<file path="src/csf_pkg.sv">
// Constants and types of the command status and channel ready flag bank.
// Assumes the register port is driven by the device's bus slave logic on mclk_in.
package csf_pkg;

  // ***************************************************************
  // Register map
  // ***************************************************************
  localparam logic [7:0] CSF_OFS_READY_MASK = 8'h0f;
  localparam logic [7:0] CSF_OFS_RESPONSE = 8'h11;
  localparam logic [7:0] CSF_OFS_READY_FLAGS = 8'h12;

  // ***************************************************************
  // Field layout
  // ***************************************************************
  localparam int CSF_NUM_CHAN = 6;
  localparam int CSF_BIT_RUNNING = 7;
  localparam int CSF_BIT_SUSPENDED = 6;
  localparam int CSF_BIT_SLEEPING = 5;
  localparam int CSF_BIT_CMD_ERR = 4;
  localparam int CSF_TALLY_W = 4;

  // ***************************************************************
  // Reset and load values
  // ***************************************************************
  localparam logic [3:0] CSF_TALLY_FRESH = 4'hf;
  localparam logic [3:0] CSF_TALLY_ZERO = 4'h0;
  localparam logic [3:0] CSF_TALLY_ONE = 4'h1;
  localparam logic [5:0] CSF_FLAGS_RESET = 6'h00;
  localparam logic [5:0] CSF_MASK_RESET = 6'h00;
  localparam logic [7:0] CSF_BYTE_ZERO = 8'h00;
  localparam logic [1:0] CSF_UNUSED_ZERO = 2'h0;

  // Error values, shown in the low five bits while the error flag is set
  localparam logic [4:0] CSF_ERR_BAD_CODE = 5'h10;
  localparam logic [4:0] CSF_ERR_BAD_PARAM = 5'h11;
  localparam logic [4:0] CSF_ERR_SATURATE = 5'h12;
  localparam logic [4:0] CSF_ERR_OUT_OVF = 5'h13;

  // ***************************************************************
  // Types
  // ***************************************************************
  typedef enum logic [1:0] {
    CSF_SEQ_RUNNING,
    CSF_SEQ_SUSPENDED,
    CSF_SEQ_SLEEPING
  } csf_seq_t;

  typedef enum logic [1:0] {
    CSF_FAULT_BAD_CODE,
    CSF_FAULT_BAD_PARAM,
    CSF_FAULT_SATURATE,
    CSF_FAULT_OUT_OVF
  } csf_fault_t;

endpackage : csf_pkg

</file>
<file path="src/csf_status_bank.sv">
// Command response status register and channel ready flag register bank.
// Assumes the bus slave delivers one-cycle read and write strobes with a byte address on mclk_in,
// and the command engine reports its outcomes as one-cycle pulses on the same clock.
//
// How it works
// Bits 7, 6 and 5 of the response register show running, suspended and sleeping.
// The command error flag in bit 4 is cleared by hardware reset, software reset and the tally clear command.
// Any bad command reported by the engine sets the command error flag.
// While the error flag is set the low field shows the error code instead of the tally.
// Without an error, each good command adds one to the four-bit tally.
// The tally clear command loads the tally with zero.
// Hardware or software reset loads the tally with all ones.
// A bad command code reads 0x10 and a bad parameter location 0x11 in the low five bits.
// Converter saturation reads 0x12 and a burst needing over 26 output bytes 0x13.
// After reset the state reads running, and sleeping or the engine state once initialisation ends.
// Bits 7 and 6 of the flag register read zero and writes to them are ignored.
// Bits 0 to 5 of the flag register are the ready flags of channels 0 to 5.
// The six low bits of the mask register choose which ready flags drive the interrupt output.
// Reading the flag register clears the ready flags, which are zero after reset.
// The host reads the response after each command and treats a set error flag as failure.
`timescale 1ns/1ps
module csf_status_bank
  import csf_pkg::*;
(
  input wire logic mclk_in,
  input wire logic srst_in,
  input wire logic soft_reset_in,
  input wire logic tally_clear_in,
  input wire logic cmd_good_in,
  input wire logic cmd_fault_in,
  input wire csf_fault_t fault_kind_in,
  input wire logic init_done_in,
  input wire csf_seq_t seq_state_in,
  input wire logic [CSF_NUM_CHAN-1:0] chan_ready_in,
  input wire logic [7:0] reg_addr_in,
  input wire logic reg_rd_in,
  input wire logic reg_wr_in,
  input wire logic [7:0] reg_wdata_in,
  output logic [7:0] reg_rdata_out,
  output logic reg_rvalid_out,
  output logic irq_out
);

  typedef struct packed {
    logic init_done;
    csf_seq_t seq;
    logic cmd_err;
    logic [CSF_TALLY_W-1:0] field;
    logic [CSF_NUM_CHAN-1:0] mask;
    logic [7:0] rdata;
    logic rvalid;
    logic irq;
  } csf_state_t;

  localparam csf_state_t CSF_STATE_RESET = '{
    init_done: 1'b0,
    seq: CSF_SEQ_RUNNING,
    cmd_err: 1'b0,
    field: CSF_TALLY_FRESH,
    mask: CSF_MASK_RESET,
    rdata: CSF_BYTE_ZERO,
    rvalid: 1'b0,
    irq: 1'b0
  };

  csf_state_t st_r;
  csf_state_t st_nxt;
  logic [CSF_NUM_CHAN-1:0] flags;
  logic flag_read;
  logic [7:0] response_byte;
  logic [4:0] fault_value;

  // ***************************************************************
  // Channel ready flags
  // ***************************************************************
  assign flag_read = reg_rd_in && (reg_addr_in == CSF_OFS_READY_FLAGS);

  csf_ready_flags u_flags (
    .mclk_in(mclk_in),
    .srst_in(srst_in),
    .soft_reset_in(soft_reset_in),
    .set_in(chan_ready_in),
    .clear_in(flag_read),
    .flags_out(flags)
  );

  // ***************************************************************
  // Response byte and fault encoding
  // ***************************************************************
  always_comb begin
    response_byte = CSF_BYTE_ZERO;
    response_byte[CSF_BIT_RUNNING] = (st_r.seq == CSF_SEQ_RUNNING);
    response_byte[CSF_BIT_SUSPENDED] = (st_r.seq == CSF_SEQ_SUSPENDED);
    response_byte[CSF_BIT_SLEEPING] = (st_r.seq == CSF_SEQ_SLEEPING);
    response_byte[CSF_BIT_CMD_ERR] = st_r.cmd_err;
    response_byte[CSF_TALLY_W-1:0] = st_r.field;
  end

  always_comb begin
    case (fault_kind_in)
      CSF_FAULT_BAD_CODE: fault_value = CSF_ERR_BAD_CODE;
      CSF_FAULT_BAD_PARAM: fault_value = CSF_ERR_BAD_PARAM;
      CSF_FAULT_SATURATE: fault_value = CSF_ERR_SATURATE;
      default: fault_value = CSF_ERR_OUT_OVF;
    endcase
  end

  // ***************************************************************
  // Next state
  // ***************************************************************
  always_comb begin
    st_nxt = st_r;
    st_nxt.rvalid = 1'b0;

    // Engine state is shown only once initialisation has finished
    if (st_r.init_done) begin
      st_nxt.seq = seq_state_in;
    end else if (init_done_in) begin
      st_nxt.init_done = 1'b1;
      st_nxt.seq = CSF_SEQ_SLEEPING;
    end

    // Command outcomes, most urgent first
    if (tally_clear_in) begin
      st_nxt.cmd_err = 1'b0;
      st_nxt.field = CSF_TALLY_ZERO;
    end else if (cmd_fault_in) begin
      st_nxt.cmd_err = fault_value[CSF_BIT_CMD_ERR];
      st_nxt.field = fault_value[CSF_TALLY_W-1:0];
    end else if (cmd_good_in && !st_r.cmd_err) begin
      st_nxt.field = st_r.field + CSF_TALLY_ONE;
    end

    // Mask register; only the six low bits are held
    if (reg_wr_in && (reg_addr_in == CSF_OFS_READY_MASK)) begin
      st_nxt.mask = reg_wdata_in[CSF_NUM_CHAN-1:0];
    end

    // Register reads; unmapped addresses answer zero, writes to the flag register are dropped
    if (reg_rd_in) begin
      st_nxt.rvalid = 1'b1;
      if (reg_addr_in == CSF_OFS_RESPONSE) begin
        st_nxt.rdata = response_byte;
      end else if (reg_addr_in == CSF_OFS_READY_FLAGS) begin
        st_nxt.rdata = {CSF_UNUSED_ZERO, flags};
      end else if (reg_addr_in == CSF_OFS_READY_MASK) begin
        st_nxt.rdata = {CSF_UNUSED_ZERO, st_r.mask};
      end else begin
        st_nxt.rdata = CSF_BYTE_ZERO;
      end
    end

    st_nxt.irq = |(flags & st_r.mask);

    // Software reset restores every reset value and restarts initialisation
    if (soft_reset_in) begin
      st_nxt = CSF_STATE_RESET;
    end
  end

  always_ff @(posedge mclk_in) begin
    if (srst_in) begin
      st_r <= CSF_STATE_RESET;
    end else begin
      st_r <= st_nxt;
    end
  end

  assign reg_rdata_out = st_r.rdata;
  assign reg_rvalid_out = st_r.rvalid;
  assign irq_out = st_r.irq;
endmodule : csf_status_bank

</file>
<file path="src/csf_ready_flags.sv">
// Sticky per-channel result-ready flags, cleared as a whole by a read strobe.
// Assumes set and clear strobes come from logic on mclk_in.
`timescale 1ns/1ps
module csf_ready_flags
  import csf_pkg::*;
(
  input wire logic mclk_in,
  input wire logic srst_in,
  input wire logic soft_reset_in,
  input wire logic [CSF_NUM_CHAN-1:0] set_in,
  input wire logic clear_in,
  output logic [CSF_NUM_CHAN-1:0] flags_out
);

  typedef struct packed {
    logic [CSF_NUM_CHAN-1:0] flags;
  } csf_flag_state_t;

  csf_flag_state_t st_r;
  csf_flag_state_t st_nxt;

  // ***************************************************************
  // Per channel flag: set beats a clear in the same cycle
  // ***************************************************************
  logic [CSF_NUM_CHAN-1:0] flag_nxt;

  genvar g;
  generate
    for (g = 0; g < CSF_NUM_CHAN; g++) begin : g_chan
      assign flag_nxt[g] = set_in[g] | (st_r.flags[g] & ~clear_in);
    end
  endgenerate

  always_comb begin
    st_nxt = st_r;
    if (soft_reset_in) begin
      st_nxt.flags = CSF_FLAGS_RESET;
    end else begin
      st_nxt.flags = flag_nxt;
    end
  end

  always_ff @(posedge mclk_in) begin
    if (srst_in) begin
      st_r <= '{flags: CSF_FLAGS_RESET};
    end else begin
      st_r <= st_nxt;
    end
  end

  assign flags_out = st_r.flags;
endmodule : csf_ready_flags

</file>
<file path="config.mk">
export PLATFORM = sky130hd
export DESIGN_NAME = csf_status_bank
export DESIGN_NICKNAME = d
export VERILOG_FILES = /design/src/csf_pkg.sv /design/src/csf_status_bank.sv /design/src/csf_ready_flags.sv
export SDC_FILE = /design/constraint.sdc
export NUM_CORES = 1
export LEC_CHECK = 0
export ABC_AREA = 1
export BUFFER_PORTS_ARGS = -buffer_cell sky130_fd_sc_hd__buf_2
export CAP_MARGIN = 40
export CORE_MARGIN = 8
export CORE_UTILIZATION = 45
export DETAILED_ROUTE_END_ITERATION = 12
export GPL_TIMING_DRIVEN = 0
export PLACE_DENSITY = 0.69
export SLEW_MARGIN = 20
export SYNTH_ARGS = -nofsm -noshare
export SYNTH_HDL_FRONTEND = slang
export SYNTH_SLANG_ARGS = --single-unit
</file>
<file path="constraint.sdc">
create_clock -name mclk_in -period 1.2 [get_ports mclk_in]
set_input_delay 0.12 -clock mclk_in [delete_from_list [all_inputs] [get_ports mclk_in]]
set_output_delay 0.12 -clock mclk_in [all_outputs]
set_load 0.1 [all_outputs]
</file>
# After elaboration in Yosys (flattened, before gate mapping)
# Cells that the tools add are included.
[word_totals]
regBits = 30
input_bits = 35
wordCells = 53
[classes]
addsub = 1
n_eq_ne = 7
n_mux = 11
bitwise = 14
reduce_logical = 11
[op_table]
columns = ["cell", "count"]
rows = [
  ["$eq 8x5->1 const B", 2],
  ["$mux 4", 3],
  ["$mux 6", 2],
  ["$eq 8x4->1 const B", 1],
  ["$mux 8", 1],
  ["$and 1x1->1", 6],
  ["$and 6x6->6", 1],
  ["$or 1x1->1", 6],
  ["$pmux 2 s3", 1],
  ["$reduce_or 6->1", 1],
  ["$add 4x1->4 const B", 1],
  ["$eq 2x1->1 const B", 2],
  ["$eq 2x2->1 const B", 2],
  ["$logic_not 2->1", 2],
  ["$logic_and 1x1->1", 3],
  ["$mux 3", 1],
  ["$reduce_bool 3->1", 1],
  ["$reduce_or 3->1", 1],
  ["$mux 1", 2],
  ["$mux 2", 1],
  ["$reduce_bool 2->1", 1],
  ["$reduce_or 2->1", 1],
  ["$logic_not 1->1", 1],
  ["$not 1->1", 1],
]

# Longest topological paths before layout
[depth]
depth_word = 5
depth_mapped = 9
mapped_depth_nobuf = 9

# Modules after synthesis
# From an unflattened synthesis, not the netlist that was laid out.
[hier_totals]
hier_cells = 215
area_unflattened_um2 = 1585.3
[by_module_without_submodules]
columns = ["module", "instances", "cells_each", "area_each_um2"]
rows = [
  ["csf_status_bank", 1, 187, 1372.6],
  ["csf_ready_flags", 1, 28, 212.7],
]

# Worst setup path before layout
# No wires, ideal clock.
[synth_path]
path_kind = "register -> output"
startpoint = "reg st_r (netlist bit irq_out)"
endpoint = "out irq_out"
arrival_ps = 909
t_required_ps = 1080
setup_slack_ps = 171
stages_incl_launch_ff = 1
path_buffers = 0
path_cell_list = "dfxtp_1"
[synth_lines]
columns = ["element", "line_no", "rtl"]
rows = [
  ["start, declared", "csf_status_bank.sv:66", "csf_state_t st_r;"],
  ["start signal, assigned", "csf_status_bank.sv:165", "st_r <= st_nxt;"],
  ["end, declared", "csf_status_bank.sv:41", "output logic irq_out"],
]
# No word-level cell between the ends.

# Final worst setup path
[layout_path]
startpoint = "reg st_r (netlist bit reg_rdata_out[7])"
endpoint = "out reg_rdata_out[7]"
[layout_lines]
columns = ["element", "line_no", "rtl"]
rows = [
  ["end, declared", "csf_status_bank.sv:39", "output logic [7:0] reg_rdata_out,"],
]
# No word-level cell between the ends.

==> summary.md <==
The flow ran to the end, and the final reports show no timing, DRC or antenna violations. The number of endpoints with negative hold slack in the final report is 0, and the worst slack at placement is -0.0676 ns. Worst vdd rail ir drop: 802 uV.

The number of standard cells after synthesis was 203; the area inside the core boundary was 3080 sq um. The combined flip-flop and latch cell area is 601 sq um, and the number of buffers added on ports is 41. Distinct cell type count after synthesis: 27. The worst register-to-register path has a setup slack of 0.17 ns. Pin count of the biggest net entering global routing: 11. The utilization of the core after routing was 61.6%. The path class of the tightest hold or removal check is in2reg. Clock-pin slew was measured on the worst setup and hold paths at 0.09 ns.

Average detailed-routed wire length per instance: 11.0 um. Counting every net in the synthesized netlist gives 239. For this run, design rule violations remaining after detail routing come to 0.

The most used standard cell by instance count after synthesis is sky130_fd_sc_hd__nand2_1. The run gives 1,324 as the via count of the first global-routing pass. The multi-input combinational cells in the finished layout cover a total of 689 sq um. In the post-synthesis netlist, the biggest area contributors are sky130_fd_sc_hd__dfxtp_1, sky130_fd_sc_hd__nand2_1, sky130_fd_sc_hd__nand3_1, sky130_fd_sc_hd__a21oi_1, sky130_fd_sc_hd__inv_1.

The die is 73.0 um tall. Across the run, the number of max-cap violations was 0. The total net switching power came out at 0.489 mW. Across all layers, the routed design uses 1,410 vias.

The first global-routing pass estimated 5820 um of wire. Counting flops and latches in the post-synthesis netlist gives 30. The logs give 0 for the antenna diode instance count and 13.9% for the aggregate global-route resource usage. The number of sinks on the clock net is 30.

Along the worst path, the maximum fanout reaches 2. Net switching is 25.8% of the power. The proportion of synthesized flip-flops having asynchronous set or reset was 0%; the filler-free cell count of the finished design was 303. Static timing analysis puts the maximum clock frequency at 0.869 GHz. The tools report the final net count as 294.

The ratio of final minimum period to clock period was 95.9%; the signed area change from the synthesized netlist to the final layout was 29.7%. Post-CTS timing repair inserted 0 buffers for setup. In this run the mean area of a mapped cell was 7.21 sq um. Setup repair after global routing left no endpoint under its margin. For the first-pass iteration count of the detailed router, the log shows 4. The tools report the critical path capture point type as a primary output. After the first detailed-routing iteration, the DRC count stood at 88. The synthesized design spends more area on one cell type than any other, namely sky130_fd_sc_hd__dfxtp_1. Combinational logic is responsible for 12.2% of the overall power. The critical path is of the reg2out type. Die boundary width: 73.0 um.

The total instance count after detailed placement is 288, and the final period demand of the worst path is 1.15 ns. The die outline area was 5330 sq um. By count the netlist is led by sky130_fd_sc_hd__nand2_1, sky130_fd_sc_hd__dfxtp_1, sky130_fd_sc_hd__nand3_1, sky130_fd_sc_hd__inv_1, sky130_fd_sc_hd__nor2_1. The clock tree root buffer cell was sky130_fd_sc_hd__clkbuf_4.

TritonCTS built the clock tree. Setup violations remaining at the end of the flow were counted as 0. Wires add up to 3350 um. After floorplanning, the core was divided into 20 placement rows. In the final layout, the share of cells above drive strength 1 is 28.6%. The clock share of power was 32.8%; the internal power contribution was 1.40 mW. The tools report the relative max-transition margin as 72.1%. In this run the cell area of the synthesized design comes to 1460 sq um. For the number of synthesis warnings, the log shows 0. The worst endpoint data arrival time is 1.03 ns, and the number of enable-type register cells in the synthesized netlist is 0. Sequential cells burn 54.9% of the power. For this design the ratio of total power to cell area is 999 nW/um^2. The placer's final routability congestion estimate was 0.801; the initial antenna violation count was 0. Clock latency on the worst-skew pair, taken at its later pin, is 0.33 ns. The worst-margin pin slew is 0.416 ns, and the number of inserted filler cells in the final layout is 309.

45 I/O pins were placed. The clock tree synthesis step divided the H-tree into 2 levels. STA classifies the critical path startpoint as a flop. Sequential elements use 41.1% of the synthesized area.

Among all flip-flop cells after synthesis, the most frequent one is sky130_fd_sc_hd__dfxtp_1. Number of buffers created by CTS: 5. The worst path setup slack after routing was 0.0489 ns. The run gives 2 as the maximum clock insertion buffer count. Between clock sinks in the finished design, the worst skew comes to 0.00788 ns. The total overflow left after global routing is 0. The portion of synthesized cell area occupied by the leading cell type was 41.1%; the final count of pins violating max slew was 0. Post-detailed-route via-to-cell ratio: 4.65.

In this run the remaining antenna-violating nets after routing total 0. After legalization and detailed placement, the total HPWL measured 2610 um. Once the floorplan was initialized, standard cells occupied 47.5% of the core. The analysis attributes to cell leakage a power of 0.882 nW.

After routing, the total negative slack on setup checks comes to 0 ns. At the worst endpoint, the required time is 1.08 ns.
[timing repair]
action | CTS | global route
hold endpoints to repair | 7 | 0
hold buffers | 7 | 0
resized for setup | 8 | 8
pin swaps | 0 | 0
endpoints found under the setup margin | 8 | 8
[final timing paths]
| kind | start | endpoint | cells past startpoint |
|---|---|---|---|
| worst max register to register | response_byte[0] | response_byte[1] | 3 |
| worst min register to register | reg_rdata_out[6] | reg_rdata_out[6] | 2 |
| worst min-delay path | seq_state_in[0] | st_r[21] | 3 |
| worst max-delay path | reg_rdata_out[7] | reg_rdata_out[7] | 2 |
[power groups by stage]
stage                     Combinational (mW)  Clock (mW)  Sequential (mW)
after floorplan                        0.120           0             1.07
after global placement                 0.210           0             1.06
after detailed placement               0.213           0             1.06
after CTS                              0.232       0.636             1.04
after global routing                   0.264       0.684             1.04
final                                  0.232       0.622             1.04
[worst max-delay path: stages (launching register included)]
cell	delay [ns]
sky130_fd_sc_hd__dfxtp_1	0.33
sky130_fd_sc_hd__buf_4	0.10
sky130_fd_sc_hd__buf_4	0.27
[cell families (layout without fill, tap and decap cells)]
family          count (synthesis)  in the layout  synth area share (%)
fa+ha+maj                       1              1                 0.855
flops                          30             30                  41.1
compound gates                 33             33                  13.3
simple gates                  103            103                  32.4
buf+inv                        35             91                  11.8
xor+xnor                        1              1                 0.599
[layout by cell type, fill, tap and decap left out, types with 2 or more instances in the layout]
cell	count
sky130_fd_sc_hd__inv_2	2
sky130_fd_sc_hd__buf_6	6
sky130_fd_sc_hd__nand2_1	50
sky130_fd_sc_hd__nor2_4	2
sky130_fd_sc_hd__buf_4	11
sky130_fd_sc_hd__nor3_1	2
sky130_fd_sc_hd__a221oi_1	2
sky130_fd_sc_hd__a21oi_2	4
sky130_fd_sc_hd__dfxtp_1	30
sky130_fd_sc_hd__inv_1	20
sky130_fd_sc_hd__clkbuf_4	7
sky130_fd_sc_hd__nand2_2	3
sky130_fd_sc_hd__nand3_1	23
sky130_fd_sc_hd__nor2_1	19
sky130_fd_sc_hd__dlygate4sd3_1	7
sky130_fd_sc_hd__buf_2	34
sky130_fd_sc_hd__o21ai_1	4
sky130_fd_sc_hd__a21oi_1	16
sky130_fd_sc_hd__o21ai_0	4
[registers in the layout, summed over array words and instances (netlist names)]
signal             flops
irq_out                1
reg_rdata_out          8
reg_rvalid_out         1
response_byte          5
st_r                   9
u_flags.flags_out      6
[routing by layer]
| layer | GRT usage [%] | share of wire (%) | up-vias | wire length [um] |
|---|---|---|---|---|
| met4 | 4.00 | 1.2 | 0 | 40 |
| met3 | 6.59 | 6.6 | 5 | 222 |
| met2 | 21.7 | 46 | 31 | 1530 |
| met5 | 0 | 0 | - | 0 |
| li1 | - | - | 761 | - |
| met1 | 16.4 | 47 | 613 | 1560 |
[per-stage QoR]
step	hold slack (ns)	total power [mW]	instance area (sq um)
4_1_cts	0.0327	1.91	1870
2_1_floorplan	0.192	1.19	1460
3_3_place_gp	0.314	1.27	1720
5_1_grt	0.0198	1.99	1900
3_5_place_dp	0.315	1.28	1720
6_report	0.0378	1.89	1900
[layout make-up]
| cell class | instances | share of cell area [%] |
|---|---|---|
| Multi-Input combinational cell | 138 | 36.3 |
| Tap cell | 44 | 2.90 |
| Buffer | 12 | 4.55 |
| Sequential cell | 30 | 31.7 |
| Timing Repair Buffer | 48 | 16.8 |
| Clock buffer | 7 | 2.90 |
| Inverter | 23 | 4.55 |
| Clock inverter | 1 | 0.264 |
Note: power is estimated with default switching activity, not from simulation.
